**src/anr_defs.vh**
```
// Constants for the auto-negotiation result and management address register.
`ifndef ANR_DEFS_VH
`define ANR_DEFS_VH
`define ANR_REG_INDEX 5'h11
`define ANR_BIT_FFDX 15
`define ANR_BIT_FHDX 14
`define ANR_BIT_SFDX 13
`define ANR_BIT_SHDX 12
`define ANR_ADDR_MSB 8
`define ANR_ADDR_LSB 4
`define ANR_CODE_MSB 3
`define ANR_CODE_LSB 0
`define ANR_RES_RESET 4'hF
`define ANR_CODE_RESET 4'h0
`define ANR_CODE_IDLE 4'h0
`define ANR_CODE_ABIL 4'h1
`define ANR_CODE_ACK 4'h2
`define ANR_CODE_ACK_FAIL 4'h3
`define ANR_CODE_CONS 4'h4
`define ANR_CODE_CONS_FAIL 4'h5
`define ANR_CODE_PD_OK 4'h6
`define ANR_CODE_PD_FAIL 4'h7
`define ANR_CODE_DONE 4'h8
`define ANR_MODE_FFDX 2'h3
`define ANR_MODE_FHDX 2'h2
`define ANR_MODE_SFDX 2'h1
`define ANR_MODE_SHDX 2'h0
`define ANR_RES_FFDX 4'h8
`define ANR_RES_FHDX 4'h4
`define ANR_RES_SFDX 4'h2
`define ANR_RES_SHDX 4'h1
`define ANR_FLAG_RESET 1'h1
`define ANR_ADDR_RESET 5'h00
`define ANR_RDATA_RESET 16'h0000
`define ANR_RDATA_IDLE 16'h0000
`define ANR_RSVD_ZERO 3'h0
`define ANR_FILL_RESET 2'h0
`define ANR_FILL_STEP 2'h1
`define ANR_STRAP_FILL 2'h3
`endif

```
**src/anr_addr_latch.v**
```verilog
// Management address holder: strap capture after reset, then software writable.
`timescale 1ns/1ps
`default_nettype none
`include "anr_defs.vh"
module anr_addr_latch (
    input wire core_clk,
    input wire reset,
    input wire [4:0] strap_addr,
    input wire wr_en,
    input wire [4:0] wr_addr,
    output reg [4:0] addr_r
);
    reg [4:0] strap_s1_r;
    reg [4:0] strap_s2_r;
    reg [4:0] strap_s3_r;
    reg [1:0] fill_r;
    reg captured_r;
    always @(posedge core_clk or posedge reset) begin
        if (reset) begin
            strap_s1_r <= `ANR_ADDR_RESET;
            strap_s2_r <= `ANR_ADDR_RESET;
            strap_s3_r <= `ANR_ADDR_RESET;
            fill_r <= `ANR_FILL_RESET;
            captured_r <= 1'h0;
            addr_r <= `ANR_ADDR_RESET;
        end else begin
            strap_s1_r <= strap_addr;
            strap_s2_r <= strap_s1_r;
            strap_s3_r <= strap_s2_r;
            // The stages start from reset values, so agreement only counts once real samples fill them.
            if (fill_r != `ANR_STRAP_FILL) begin
                fill_r <= fill_r + `ANR_FILL_STEP;
            end
            if (!captured_r) begin
                if (fill_r == `ANR_STRAP_FILL && strap_s2_r == strap_s3_r) begin
                    captured_r <= 1'h1;
                    addr_r <= strap_s2_r;
                end
            end else if (wr_en) begin
                addr_r <= wr_addr;
            end
        end
    end
endmodule // anr_addr_latch
`default_nettype wire

```
**src/anr_status_reg.v**
```verilog
// Auto-negotiation result, management address and progress code register.
//
// Contract
// - Bit 15 flags 100 full duplex result.
// - Bit 14 flags 100 half duplex result.
// - Bit 13 flags 10 full duplex result.
// - Bit 12 flags 10 half duplex result.
// - Bits 8..4 hold address, MSB first.
// - Bits 3..0 show live negotiation progress.
// - Progress codes idle through completed, 0..8.
`timescale 1ns/1ps
`default_nettype none
`include "anr_defs.vh"
module anr_status_reg (
    input wire core_clk,
    input wire reset,
    input wire [4:0] strap_phy_address,
    input wire [4:0] reg_index,
    input wire reg_wr,
    input wire reg_rd,
    input wire [15:0] reg_wdata,
    input wire an_done,
    input wire [1:0] an_mode,
    input wire [3:0] an_progress,
    output reg [15:0] reg_rdata,
    output reg [4:0] mgmt_phy_address,
    output reg res_fast_full_duplex,
    output reg res_fast_half_duplex,
    output reg res_slow_full_duplex,
    output reg res_slow_half_duplex,
    output reg [3:0] autoneg_progress_code
);
    // A read strobe taken on one edge shows its word on reg_rdata after that edge and holds it
    // until the next read. A completion taken on one edge updates the read image after that edge
    // and the flag pins one edge later. The strap address is taken on the fourth edge after
    // reset release, once the last two synchroniser stages agree.
    wire hit;
    wire wr_hit;
    wire rd_hit;
    wire rd_miss;
    wire [4:0] addr_q;
    wire [4:0] addr_wr_field;
    wire [2:0] rsvd_field;
    wire [15:0] image;
    reg [3:0] mode_onehot;
    reg [3:0] res_r;
    reg [3:0] res_nxt;
    reg [3:0] code_nxt;
    reg [15:0] rdata_nxt;

    assign hit = reg_index == `ANR_REG_INDEX;
    assign wr_hit = reg_wr && hit;
    assign rd_hit = reg_rd && hit;
    assign rd_miss = reg_rd && !hit;

    // Writes skip reserved
    // Only the address field takes written data, so every other written bit simply goes nowhere.
    assign addr_wr_field = reg_wdata[`ANR_ADDR_MSB:`ANR_ADDR_LSB];

    // Address field write
    // A write that lands on or before the capture edge is lost; software must wait until the fifth edge after reset release.
    anr_addr_latch u_addr (
        .core_clk(core_clk),
        .reset(reset),
        .strap_addr(strap_phy_address),
        .wr_en(wr_hit),
        .wr_addr(addr_wr_field),
        .addr_r(addr_q)
    );

    // One-hot mode decode
    // Each mode code owns one flag, so two flags can never be raised by one result.
    always @* begin
        mode_onehot = `ANR_RES_SHDX;
        case (an_mode)
            `ANR_MODE_FFDX: begin
                mode_onehot = `ANR_RES_FFDX;
            end
            `ANR_MODE_FHDX: begin
                mode_onehot = `ANR_RES_FHDX;
            end
            `ANR_MODE_SFDX: begin
                mode_onehot = `ANR_RES_SFDX;
            end
            `ANR_MODE_SHDX: begin
                mode_onehot = `ANR_RES_SHDX;
            end
            default: begin
                mode_onehot = `ANR_RES_SHDX;
            end
        endcase
    end

    // Result taken on completion
    // Between completions the flags keep the last result instead of following the mode inputs.
    always @* begin
        res_nxt = res_r;
        if (an_done) begin
            res_nxt = mode_onehot;
        end
    end

    // Only documented codes pass
    // A code past the last defined state means nothing to software, so the last good one stays.
    always @* begin
        code_nxt = autoneg_progress_code;
        if (an_progress <= `ANR_CODE_DONE) begin
            code_nxt = an_progress;
        end
    end

    assign rsvd_field = `ANR_RSVD_ZERO;
    assign image = {res_r, rsvd_field, addr_q, autoneg_progress_code};

    // Other registers share the read port, so a read aimed elsewhere returns zero.
    always @* begin
        rdata_nxt = reg_rdata;
        if (rd_hit) begin
            rdata_nxt = image;
        end else if (rd_miss) begin
            rdata_nxt = `ANR_RDATA_IDLE;
        end
    end

    always @(posedge core_clk or posedge reset) begin
        if (reset) begin
            res_r <= `ANR_RES_RESET;
        end else begin
            res_r <= res_nxt;
        end
    end

    always @(posedge core_clk or posedge reset) begin
        if (reset) begin
            autoneg_progress_code <= `ANR_CODE_RESET;
        end else begin
            autoneg_progress_code <= code_nxt;
        end
    end

    // Read data stand until the next read strobe.
    always @(posedge core_clk or posedge reset) begin
        if (reset) begin
            reg_rdata <= `ANR_RDATA_RESET;
        end else begin
            reg_rdata <= rdata_nxt;
        end
    end

    always @(posedge core_clk or posedge reset) begin
        if (reset) begin
            mgmt_phy_address <= `ANR_ADDR_RESET;
        end else begin
            mgmt_phy_address <= addr_q;
        end
    end

    // The flag pins trail the read image by one cycle, the price of driving every output from a flop.
    // Fast full flag
    always @(posedge core_clk or posedge reset) begin
        if (reset) begin
            res_fast_full_duplex <= `ANR_FLAG_RESET;
        end else begin
            res_fast_full_duplex <= res_r[`ANR_BIT_FFDX - `ANR_BIT_SHDX];
        end
    end

    always @(posedge core_clk or posedge reset) begin
        if (reset) begin
            res_fast_half_duplex <= `ANR_FLAG_RESET;
        end else begin
            res_fast_half_duplex <= res_r[`ANR_BIT_FHDX - `ANR_BIT_SHDX];
        end
    end

    always @(posedge core_clk or posedge reset) begin
        if (reset) begin
            res_slow_full_duplex <= `ANR_FLAG_RESET;
        end else begin
            res_slow_full_duplex <= res_r[`ANR_BIT_SFDX - `ANR_BIT_SHDX];
        end
    end

    always @(posedge core_clk or posedge reset) begin
        if (reset) begin
            res_slow_half_duplex <= `ANR_FLAG_RESET;
        end else begin
            res_slow_half_duplex <= res_r[`ANR_BIT_SHDX - `ANR_BIT_SHDX];
        end
    end
endmodule // anr_status_reg
`default_nettype wire

```
**config.mk**
```make
export PLATFORM = sky130hd
export DESIGN_NAME = anr_status_reg
export DESIGN_NICKNAME = d
export VERILOG_FILES = /design/src/anr_addr_latch.v /design/src/anr_status_reg.v
export VERILOG_INCLUDE_DIRS = /design/src
export SDC_FILE = /design/constraint.sdc
export NUM_CORES = 1
export LEC_CHECK = 0
export BUFFER_PORTS_ARGS = -buffer_cell sky130_fd_sc_hd__buf_2
export CAP_MARGIN = 20
export CELL_PAD_IN_SITES_DETAIL_PLACEMENT = 0
export CELL_PAD_IN_SITES_GLOBAL_PLACEMENT = 1
export CORE_MARGIN = 2
export CORE_UTILIZATION = 31
export CTS_CLUSTER_DIAMETER = 150
export CTS_CLUSTER_SIZE = 24
export DETAILED_ROUTE_END_ITERATION = 10
export MAX_ROUTING_LAYER = met4
export PLACE_DENSITY = 0.78
export SYNTH_ARGS = -nofsm -noshare
export SYNTH_HDL_FRONTEND = slang
export SYNTH_SLANG_ARGS = --single-unit
```
**constraint.sdc**
```tcl
create_clock -name core_clk -period 2.05 [get_ports core_clk]
set_input_delay 0.5125 -clock core_clk [delete_from_list [all_inputs] [get_ports core_clk]]
set_output_delay 0.5125 -clock core_clk [all_outputs]
set_load 0.03 [all_outputs]
```
==> results of run 1 <==
==> cells in the mapped netlist <==
master / n
xor2_1: 2
clkbuf_1: 5
nand3b_1: 2
o21ai_0: 7
nor4b_1: 1
nand4_1: 1
a21oi_1: 5
a41o_1: 1
conb_1: 1
nor2_1: 3
a2111o_1: 1
mux2_2: 11
inv_1: 21
o22ai_1: 13
dfrtp_1: 45
o2111ai_1: 1
dfstp_2: 8
nand3_1: 1
buf_4: 3
nor2b_1: 2
o21a_1: 1
nand2_1: 16
ha_1: 1
o21ai_4: 1
xnor2_1: 3
==> how the worst min path moves through the flow <==
stage               slack, ns                   end  depth (start not counted)
finish                   0.20         reg_rdata[13]                          2
global route             0.21         reg_rdata[14]                          2
CTS                      0.20         reg_rdata[13]                          2
detailed placement       0.34  u_addr.strap_s2_r[2]                          0
global placement         0.33  u_addr.strap_s2_r[4]                          0
floorplan                0.33  u_addr.strap_s2_r[0]                          0
==> power by group through the flow <==
| stage | logic (uW) | registers [uW] | clock network, uW |
|---|---|---|---|
| global route | 446 | 1310 | 624 |
| finish | 411 | 1290 | 556 |
| detailed placement | 419 | 1310 | 0 |
| CTS | 420 | 1290 | 584 |
| floorplan | 174 | 1410 | 0 |
| global placement | 411 | 1310 | 0 |
==> worst register-to-register path: cells and delay by family (launching register included) <==
kind,cells,cell delay (ns)
DFF,1,0.41
xor gates and xnor gates,1,0.18
AOI/OAI and AO/OA,2,0.65
muxes,1,0.37
==> registers in the layout, indices dropped and copies added, names as in the netlist <==
signal,cells
mgmt_phy_address,5
u_addr.fill_r,2
u_addr.captured_r,1
u_addr.addr_r,5
res_fast_half_duplex,1
u_addr.strap_s2_r,5
res_fast_full_duplex,1
res_slow_full_duplex,1
autoneg_progress_code,4
u_addr.strap_s3_r,5
reg_rdata,13
u_addr.strap_s1_r,5
res_r,4
res_slow_half_duplex,1
==> stage by stage <==
step                      instances  util (%)  hold WS (ns)  power, uW
after global placement          278      38.3         0.333       1720
after CTS                       286      39.7         0.203       2300
after floorplan                 158         -         0.331       1580
after detailed placement        278      38.3         0.336       1730
final                           286      39.7         0.200       2260
after global routing            286      39.7         0.210       2380
==> kinds of logic after synthesis <==
logic type | Yosys count | share of synthesized area [%]
AO/OA/AOI/OAI | 30 | 9.99
XOR/XNOR | 5 | 2.24
AND/OR/NAND/NOR | 26 | 6.08
buffers and inverters | 29 | 6.15
adder cells (fa/ha/maj) | 1 | 0.640
flip-flops | 53 | 68.4
other | 1 | 0.192
multiplexers | 11 | 6.34
==> area by class of cell <==
class	count	area share, %
clock inverter	2	0.421
inverter	21	3.31
clock buffer	6	3.05
tap	75	3.94
timing repair buffer	53	11.9
multi-input combinational	76	21.2
sequential	53	56.2
==> metal layers <==
| metal | share of wire (%) | vias to the layer above | routed length [um] |
|---|---|---|---|
| met5 | 0 | - | 0 |
| met4 | 0.97 | 0 | 35 |
| met3 | 4.2 | 4 | 151 |
| met2 | 49 | 33 | 1760 |
| met1 | 46 | 628 | 1670 |
| li1 | - | 616 | - |
==> metrics, run 1 <==
Post-Synthesis Cells=156; CP Data Required Time=2.24 ns; Synth-to-Final Area Change=21.8%; share of cells above drive strength 1=between 30% and 40%; worst slack, placed=around 0.18 ns; Critical Path Fanout Max=5; crit start category=register; footprint of the multi-input gates=about 510 sq um; setup_tns=0 ns; initial core utilization=32.6%; Detailed Place HPWL=roughly 2600 um; row cnt=28; met3 Usage GRT=under 10%; Nets=between 200 and 250; Levels on crit path=4; Clk pwr share=between 20% and 30%; die area=~0.0070 sq mm; Die Ht=roughly 83 um; crit path time final=~1.7 ns; Max stage delay on crit path=between 0.4 and 0.5 ns; via count=about 1300; Seq pwr share=57.2%; Root Buffer Master=clkbuf_8; MaxCap Viol Count=0; DRT iter0 DRCs=51; H-tree depth=2; core area=approximately 0.0060 sq mm; Static Leak=between 0.001 and 0.0015 uW; RR Endpoint=u_addr.addr_r[1]; cts hold-fix bufs=0; Synth area leader=dfrtp_1; Clock Sinks=53; CP bufs+invs=0; P_int=roughly 1600 uW; post-cts gate resize count=0; library cells used by synthesis=25; Yosys top cell area share=just under 60%; Inserted Diodes=0; Worst path slowest cell=a2111o_1; crit path to=u_addr.addr_r[1]; Worst-path clk slew=around 0.09 ns; worst-path cell chain=xor2_1, a2111o_1, o21ai_4, mux2_2; IO Count=66; CP arrival=1.90 ns; total track usage=between 10% and 20%; endpoints failing setup=0; worst vdd ir=about 0.00053 V; worst-case clock buffer depth=2; outcome=finished clean; vias in the first global route=between 1000 and 1500; post-route cell area=roughly 0.0024 sq mm; total iterations of the first detailed-routing run=4; fill count=601; Overflow after GRT=0; Hold WC Path Type=in -> async; area of the mapped netlist=0.00195 sq mm; Seq/Total Area, Yosys=68.4%; synth top area cells=dfrtp_1 58%, dfstp_2 11%, mux2_2 6.3%; post-CTS setup buffer count=0; YS warnings=0; port bufs=just over 50; vias per inst=roughly 4.5; Gate power share=18.2%; TritonCTS clock tree=built; max frequency=~600 MHz; Worst path top cell family by delay=compound AO/OA/AOI/OAI gates; Final period util=83.5%; critical path type=reg -> reg; Worst Setup SP=u_addr.strap_s2_r[3]; grt peak-use layer=met2; net switching power figure=670 uW; largest net degree at the start of global routing=36; CTS Buf Count=5; Remaining DRCs=0; Avg Cell Area, Syn=between 10 and 15 sq um; Final Hold Viols=0; RSZ-0062 raised after global routing=false; most frequent cells in the layout=51 x buf_2, 45 x dfrtp_1, 20 x inv_1; worst r2r path cells=4; R2R Setup Slk=0.34 ns; Final WS setup=0.338 ns; antenna violations before repair=0; GR Util met1=between 10% and 20%; Post-Route WL=between 3000 and 4000 um; RePlAce Congestion=between 0.6 and 0.7; die width=roughly 83 um; FF+latch area=0.00134 sq mm; Antenna Nets Post-Route=0; Power per Cell Area=between 900 and 1000 mW/mm^2; most common cell after layout, fill and taps aside=buf_2; Setup crit end kind=register; global-route wire length before repair=roughly 6200 um; clock latency on the worst-skew pair=between 0.2 and 0.3 ns; #FFs+latches synth=53; R2R Path Start=u_addr.strap_s2_r[3]; placed inst area=around 0.0023 sq mm; Clock Skews=between 0.006 and 0.007 ns; M2 GR Usage=between 10% and 20%; Final Slew Violations=0; DR WL/cell=~13 um; Sw Ratio=between 20 and 30%
Power figures use the tool's default switching activity.
==> inputs of run 2 (changes only) <==
==> constraint.sdc (replaced) <==
create_clock -name core_clk -period 1.6 [get_ports core_clk]
set_input_delay 0.4 -clock core_clk [delete_from_list [all_inputs] [get_ports core_clk]]
set_output_delay 0.4 -clock core_clk [all_outputs]
set_load 0.03 [all_outputs]
==> run 2 against run 1 <==
Net effect:
- the run now ends with setup timing left
- die area unchanged
- worst setup slack worse by 0.37 ns
- via count decreased by 0.23%
- worst hold slack got worse by 0.098 ns
- sequential share of layout area fell by 1.4 points
- critical endpoint unchanged
- register-to-register slack got worse by 0.37 ns
- first-iteration DRC count is 29% lower
- largest cell class unchanged
- count of clock-buffer cells in the layout grew 1
- global-route usage is 0.21 points higher
- final cell count rose by 1.7%
==> metrics, run 2 (synthesis results as in run 1) <==
outcome=finished with violations; failing checks=setup timing; Static Leak=0.00115 uW (+2.5%); die area=0.00696 sq mm (unchanged); Synth-to-Final Area Change=24.8%; met3 WL post-DR=204 um (+35%); DRT iter0 DRCs=36 (-29%); worst-case clock buffer depth=2 (unchanged); share of cells above drive strength 1=40.3% (+1.9 points); CP arrival=1.83 ns (-0.07 ns); via count=1278 (-0.23%); Remaining DRCs=0 (unchanged); RR Endpoint=u_addr.addr_r[1]; endpoints failing setup=5 (+5); worst slack, placed=-0.119 ns (-0.303 ns); Die Ht=83.4 um (unchanged); critical path type=reg -> reg; Final Slew Violations=0 (unchanged); IO Count=66 (unchanged); Final period util=102% (+19 points); cts hold-fix bufs=0 (unchanged); Post-Route WL=3590 um (-1.1%); Setup crit end kind=register; row cnt=28 (unchanged); R2R Path Start=u_addr.strap_s2_r[1]; Power, Total=3000 uW (+33%); Top Layer Used=met4; total iterations of the first detailed-routing run=4 (unchanged); non-filler cells, final=291 (+1.7%); setup_tns=-0.169 ns (-0.169 ns); clock latency on the worst-skew pair=0.30 ns (about the same); Power per Cell Area=1230 mW/mm^2 (+30%); max FFs per register=13 (unchanged); total track usage=11.5% (+0.21 points); met2 wire length=1670 um (-5.4%); Seq pwr share=54.2% (-3.0 points); Root Buffer Master=clkbuf_8; worst r2r path cells=4 (unchanged); largest net degree at the start of global routing=35 (-2.8%); most common cell after layout, fill and taps aside=buf_2; Sw Ratio=28.8% (-0.84 points); Detailed Place HPWL=2570 um (-2.1%); max frequency=611 MHz (+4.7%); vias in the first global route=1308 (-2.1%); M1 WL=1660 um (-0.72%); TritonCTS clock tree=built; fill count=607 (+1.0%); Gate power share=18.8% (+0.6 points); Final Hold Viols=0 (unchanged); RePlAce Congestion=0.689 (+1.6%); Final WS setup=-0.0361 ns (-0.374 ns); final core utilization=40.7% (+1.0 points); R2R Setup Slk=-0.04 ns (-0.37 ns); CTS Buf Count=5 (unchanged); die width=83.4 um (unchanged); Critical Path Fanout Max=5 (unchanged); MaxCap Viol Count=0 (unchanged); Antenna Nets Post-Route=0 (unchanged); post-cts gate resize count=0 (unchanged); Clock Skews=0.00580 ns (-0.00110 ns); Overflow after GRT=0 (unchanged); core area=0.00599 sq mm (unchanged); most frequent cells in the layout=51 x buf_2, 45 x dfrtp_1, 20 x inv_1; H-tree depth=2 (unchanged); crit path time final=1.64 ns (-0.0764 ns); net switching power figure=866 uW (+29%); Inserted Diodes=0 (unchanged); Clk pwr share=27.0% (+2.4 points); CP Data Required Time=1.79 ns (-0.45 ns); port bufs=51 (unchanged); DR WL/cell=12.3 um (-2.8%); worst vdd ir=0.000530 V (+0.10%); RSZ-0062 raised after global routing=true; vias per inst=4.39 (-1.9%); global-route wire length before repair=6150 um (-0.79%); Clock Sinks=53 (unchanged); Hold WC Path Type=in -> async; antenna violations before repair=0 (unchanged); placed insts=282 (+1.4%); Biggest register=reg_rdata; crit start category=register; Nets=253 (+2.0%); Worst-path clk slew=0.09 ns (about the same); P_int=2130 uW (+35%); initial core utilization=32.6% (unchanged)
[run 2: changes by cell type in the layout (fill, tap and decap cells not counted)]
cell        change
clkinvlp_4      +1
clkbuf_1        -1
buf_4           +5
clkbuf_8        +2
inv_2           -1
clkinv_2        -1
[run 2: cell type report]
class | instances | area [sq um] | area share, %
Clock inverter | 1 | 5.00 | 0.205
Tap cell | 75 | 93.8 | 3.85
Timing Repair Buffer | 58 | 320 | 13.1
Sequential cell | 53 | 1340 | 54.8
Clock buffer | 7 | 96.3 | 3.95
Multi-Input combinational cell | 76 | 505 | 20.7
Inverter | 21 | 82.6 | 3.38
[run 2: metal layers]
| metal | global-route usage (%) | vias to the layer above |
|---|---|---|
| li1 | - | 626 |
| met1 | 14.4 | 614 |
| met2 | 17.2 | 31 |
| met3 | 3.68 | 7 |
| met4 | 4.92 | 0 |
| met5 | - | - |
[run 2: what timing repair did]
action                     CTS  global route
setup buffers                1             0
pin swaps                    2             1
setup endpoints to repair    5             5
[run 2: worst max path at each step]
stage | start | cells past startpoint | endpoint | slack, ns
floorplan | u_addr.strap_s2_r[3] | 4 | u_addr.addr_r[0] | -0.004
global placement | reg_index[1] | 5 | u_addr.addr_r[2] | -0.1
detailed placement | reg_index[1] | 5 | u_addr.addr_r[1] | -0.12
CTS | u_addr.strap_s2_r[1] | 4 | u_addr.addr_r[1] | -0.08
global route | u_addr.strap_s2_r[1] | 4 | u_addr.addr_r[3] | -0.11
finish | u_addr.strap_s2_r[1] | 4 | u_addr.addr_r[1] | -0.04
[run 2: stage by stage]
stage                     hold slack, ns  instance area [sq um]
after global routing               0.117                   2440
after detailed placement           0.335                   2330
final                              0.102                   2440
after floorplan                    0.331                   1970
after CTS                         0.0954                   2440
after global placement             0.333                   2330
[run 2: worst max-delay path, cell delays in order, from the launching register on]
cell	delay, ns
dfrtp_1	0.40
xor2_1	0.17
a2111o_1	0.39
o21ai_4	0.22
mux2_2	0.36
[run 2: power groups by stage]
stage | clock [uW] | sequential, uW | combinational, uW
final | 809 | 1630 | 565
after detailed placement | 0 | 1660 | 574
after global placement | 0 | 1650 | 566
after floorplan | 0 | 1800 | 223
after CTS | 846 | 1630 | 577
after global routing | 888 | 1650 | 619
==> inputs of run 3 (changes only) <==
--- a/config.mk
+++ b/config.mk
@@ -11,12 +11,12 @@
 export CELL_PAD_IN_SITES_DETAIL_PLACEMENT = 0
 export CELL_PAD_IN_SITES_GLOBAL_PLACEMENT = 1
 export CORE_MARGIN = 2
-export CORE_UTILIZATION = 31
+export CORE_UTILIZATION = 35
 export CTS_CLUSTER_DIAMETER = 150
 export CTS_CLUSTER_SIZE = 24
 export DETAILED_ROUTE_END_ITERATION = 10
 export MAX_ROUTING_LAYER = met4
-export PLACE_DENSITY = 0.78
+export PLACE_DENSITY = 0.85
 export SYNTH_ARGS = -nofsm -noshare
 export SYNTH_HDL_FRONTEND = slang
 export SYNTH_SLANG_ARGS = --single-unit
==> run 3 against run 2 <==
Net effect:
- the flow still finishes with violations (setup timing)
- critical path depth unchanged
- die area down 11%
- fmax about the same
- sequential cell count unchanged
- first-iteration DRC count up 100%
- sequential power about the same
- clock power down 6.3%
==> metrics, run 3 (synthesis results as in run 1) <==
crit path time final=1.64 ns (-0.000441 ns); M1 WL=1490 um (-10%); failing checks=setup timing; Synth-to-Final Area Change=24.3%; Final Hold Viols=0 (unchanged); Seq pwr share=55.3% (+1.1 points); Clk pwr share=25.8% (-1.2 points); vias in the first global route=1198 (-8.4%); fill count=519 (-14%); MaxCap Viol Count=0 (unchanged); Detailed Place HPWL=2280 um (-12%); met2 wire length=1570 um (-5.8%); Gate power share=18.9% (about the same); DR WL/cell=11.3 um (-8.1%); Clock Sinks=53 (unchanged); core area=0.00544 sq mm (-9.2%); RSZ-0062 raised after global routing=true; Worst path slowest cell=dfrtp_1; critical path type=reg -> reg; clock latency on the worst-skew pair=0.30 ns (about the same); Final Slew Violations=0 (unchanged); footprint of the multi-input gates=505 sq um (unchanged); Post-Route WL=3260 um (-9.1%); Critical Path Fanout Max=5 (unchanged); Final WS setup=-0.0356 ns (+0.000441 ns); max frequency=611 MHz (about the same); outcome=finished with violations; Top Layer Used=met4; Remaining DRCs=0 (unchanged); vias per inst=4.38 (-0.38%); net switching power figure=877 uW (+1.3%); IO Count=66 (unchanged); CTS Buf Count=5 (unchanged); H-tree depth=2 (unchanged); cts hold-fix bufs=0 (unchanged); worst r2r path cells=4 (unchanged); port bufs=51 (unchanged); Nets=253 (unchanged); share of cells above drive strength 1=40.3% (unchanged); met3 WL post-DR=166 um (-19%); most frequent cells in the layout=51 x buf_2, 45 x dfrtp_1, 20 x inv_1; Sw Ratio=29.8% (+1.0 points); global-route wire length before repair=5500 um (-11%); worst-path cell chain=xor2_1, a2111o_1, o21ai_4, mux2_2; total iterations of the first detailed-routing run=4 (unchanged); initial core utilization=35.9% (+3.3 points); DRT iter0 DRCs=72 (+100%); Power, Total=2940 uW (-2.1%); R2R Setup Slk=-0.04 ns (about the same); R2R Path Start=u_addr.strap_s2_r[1]; worst-case clock buffer depth=2 (unchanged); total track usage=11.7% (+0.19 points); via count=1260 (-1.4%); placed insts=279 (-1.1%); Biggest register=reg_rdata; Worst-path clk slew=0.10 ns (about the same); RR Endpoint=u_addr.addr_r[0]; Root Buffer Master=clkbuf_8; CP Data Required Time=1.79 ns (about the same); most common cell after layout, fill and taps aside=buf_2; Hold WC Path Type=in -> async; die area=0.00620 sq mm (-11%); endpoints failing setup=5 (unchanged); post-cts gate resize count=0 (unchanged); TritonCTS clock tree=built; P_int=2060 uW (-3.4%); RePlAce Congestion=0.783 (+14%); Die Ht=78.7 um (-5.6%); largest net degree at the start of global routing=54 (+54%); antenna violations before repair=0 (unchanged); Max stage delay on crit path=0.40 ns (about the same); Power per Cell Area=1210 mW/mm^2 (-1.7%); row cnt=27 (-3.6%); CP arrival=1.83 ns (about the same); worst vdd ir=0.000652 V (+23%); Inserted Diodes=0 (unchanged); Setup crit end kind=register; Overflow after GRT=0 (unchanged); Static Leak=0.00114 uW (-1.0%); Final period util=102% (about the same); die width=78.7 um (-5.6%); Clock Skews=0.00600 ns (+0.000194 ns); FF+latch area=0.00134 sq mm (unchanged); crit start category=register; max FFs per register=13 (unchanged); Antenna Nets Post-Route=0 (unchanged); non-filler cells, final=288 (-1.0%)
==> run 3: what timing repair did <==
| item | CTS | global route |
|---|---|---|
| endpoints found under the setup margin | 5 | 5 |
| buffers inserted | 1 | 0 |
| cloned | 0 | 0 |
| pin swaps | 2 | 1 |
==> run 3: critical path: cells and delay by family, from the launching register on <==
kind / cells / cell delay, ns
muxes: 1 / 0.36
xor gates and xnor gates: 1 / 0.16
DFF: 1 / 0.40
AOI/OAI and AO/OA: 2 / 0.60
==> run 3: layout make-up <==
class                      instances  share of cell area (%)
sequential                        53                    55.0
multi-input combinational         76                    20.8
timing repair buffer              58                    13.2
tap                               72                    3.71
inverter                          21                    3.40
clock buffer                       5                    2.83
clock inverter                     3                    1.08
==> run 3: metal layers <==
metal / vias to the layer above / GRT usage [%]
li1: 630 / -
met1: 594 / 14.8
met2: 30 / 17.9
met3: 6 / 3.75
met4: 0 / 4.04
met5: - / -
==> run 3: how the worst max path moves through the flow <==
stage,from,end,slack [ns]
after CTS,u_addr.strap_s2_r[1],u_addr.addr_r[0],-0.09
after global placement,reg_index[1],u_addr.addr_r[2],-0.11
final,u_addr.strap_s2_r[1],u_addr.addr_r[0],-0.04
after global routing,u_addr.strap_s2_r[1],u_addr.addr_r[0],-0.12
after detailed placement,reg_index[1],u_addr.addr_r[2],-0.12
after floorplan,u_addr.strap_s2_r[3],u_addr.addr_r[0],-0.004
==> run 3: metrics by stage <==
stage	hold WS [ns]	setup WS, ns	setup TNS [ns]	instance area (sq um)	util [%]
detailed placement	0.335	-0.115	-0.561	2330	42.8
global placement	0.334	-0.107	-0.517	2330	42.8
CTS	0.154	-0.0868	-0.427	2430	44.7
finish	0.150	-0.0356	-0.171	2430	44.7
global route	0.153	-0.121	-0.541	2430	44.7
floorplan	0.331	-0.00376	-0.0188	1970	-
==> run 3: power by group through the flow <==
stage,combinational [uW],sequential (uW),clock [uW]
after global placement,557,1650,0
final,556,1620,758
after floorplan,223,1800,0
after global routing,603,1650,856
after detailed placement,562,1660,0
after CTS,565,1630,802
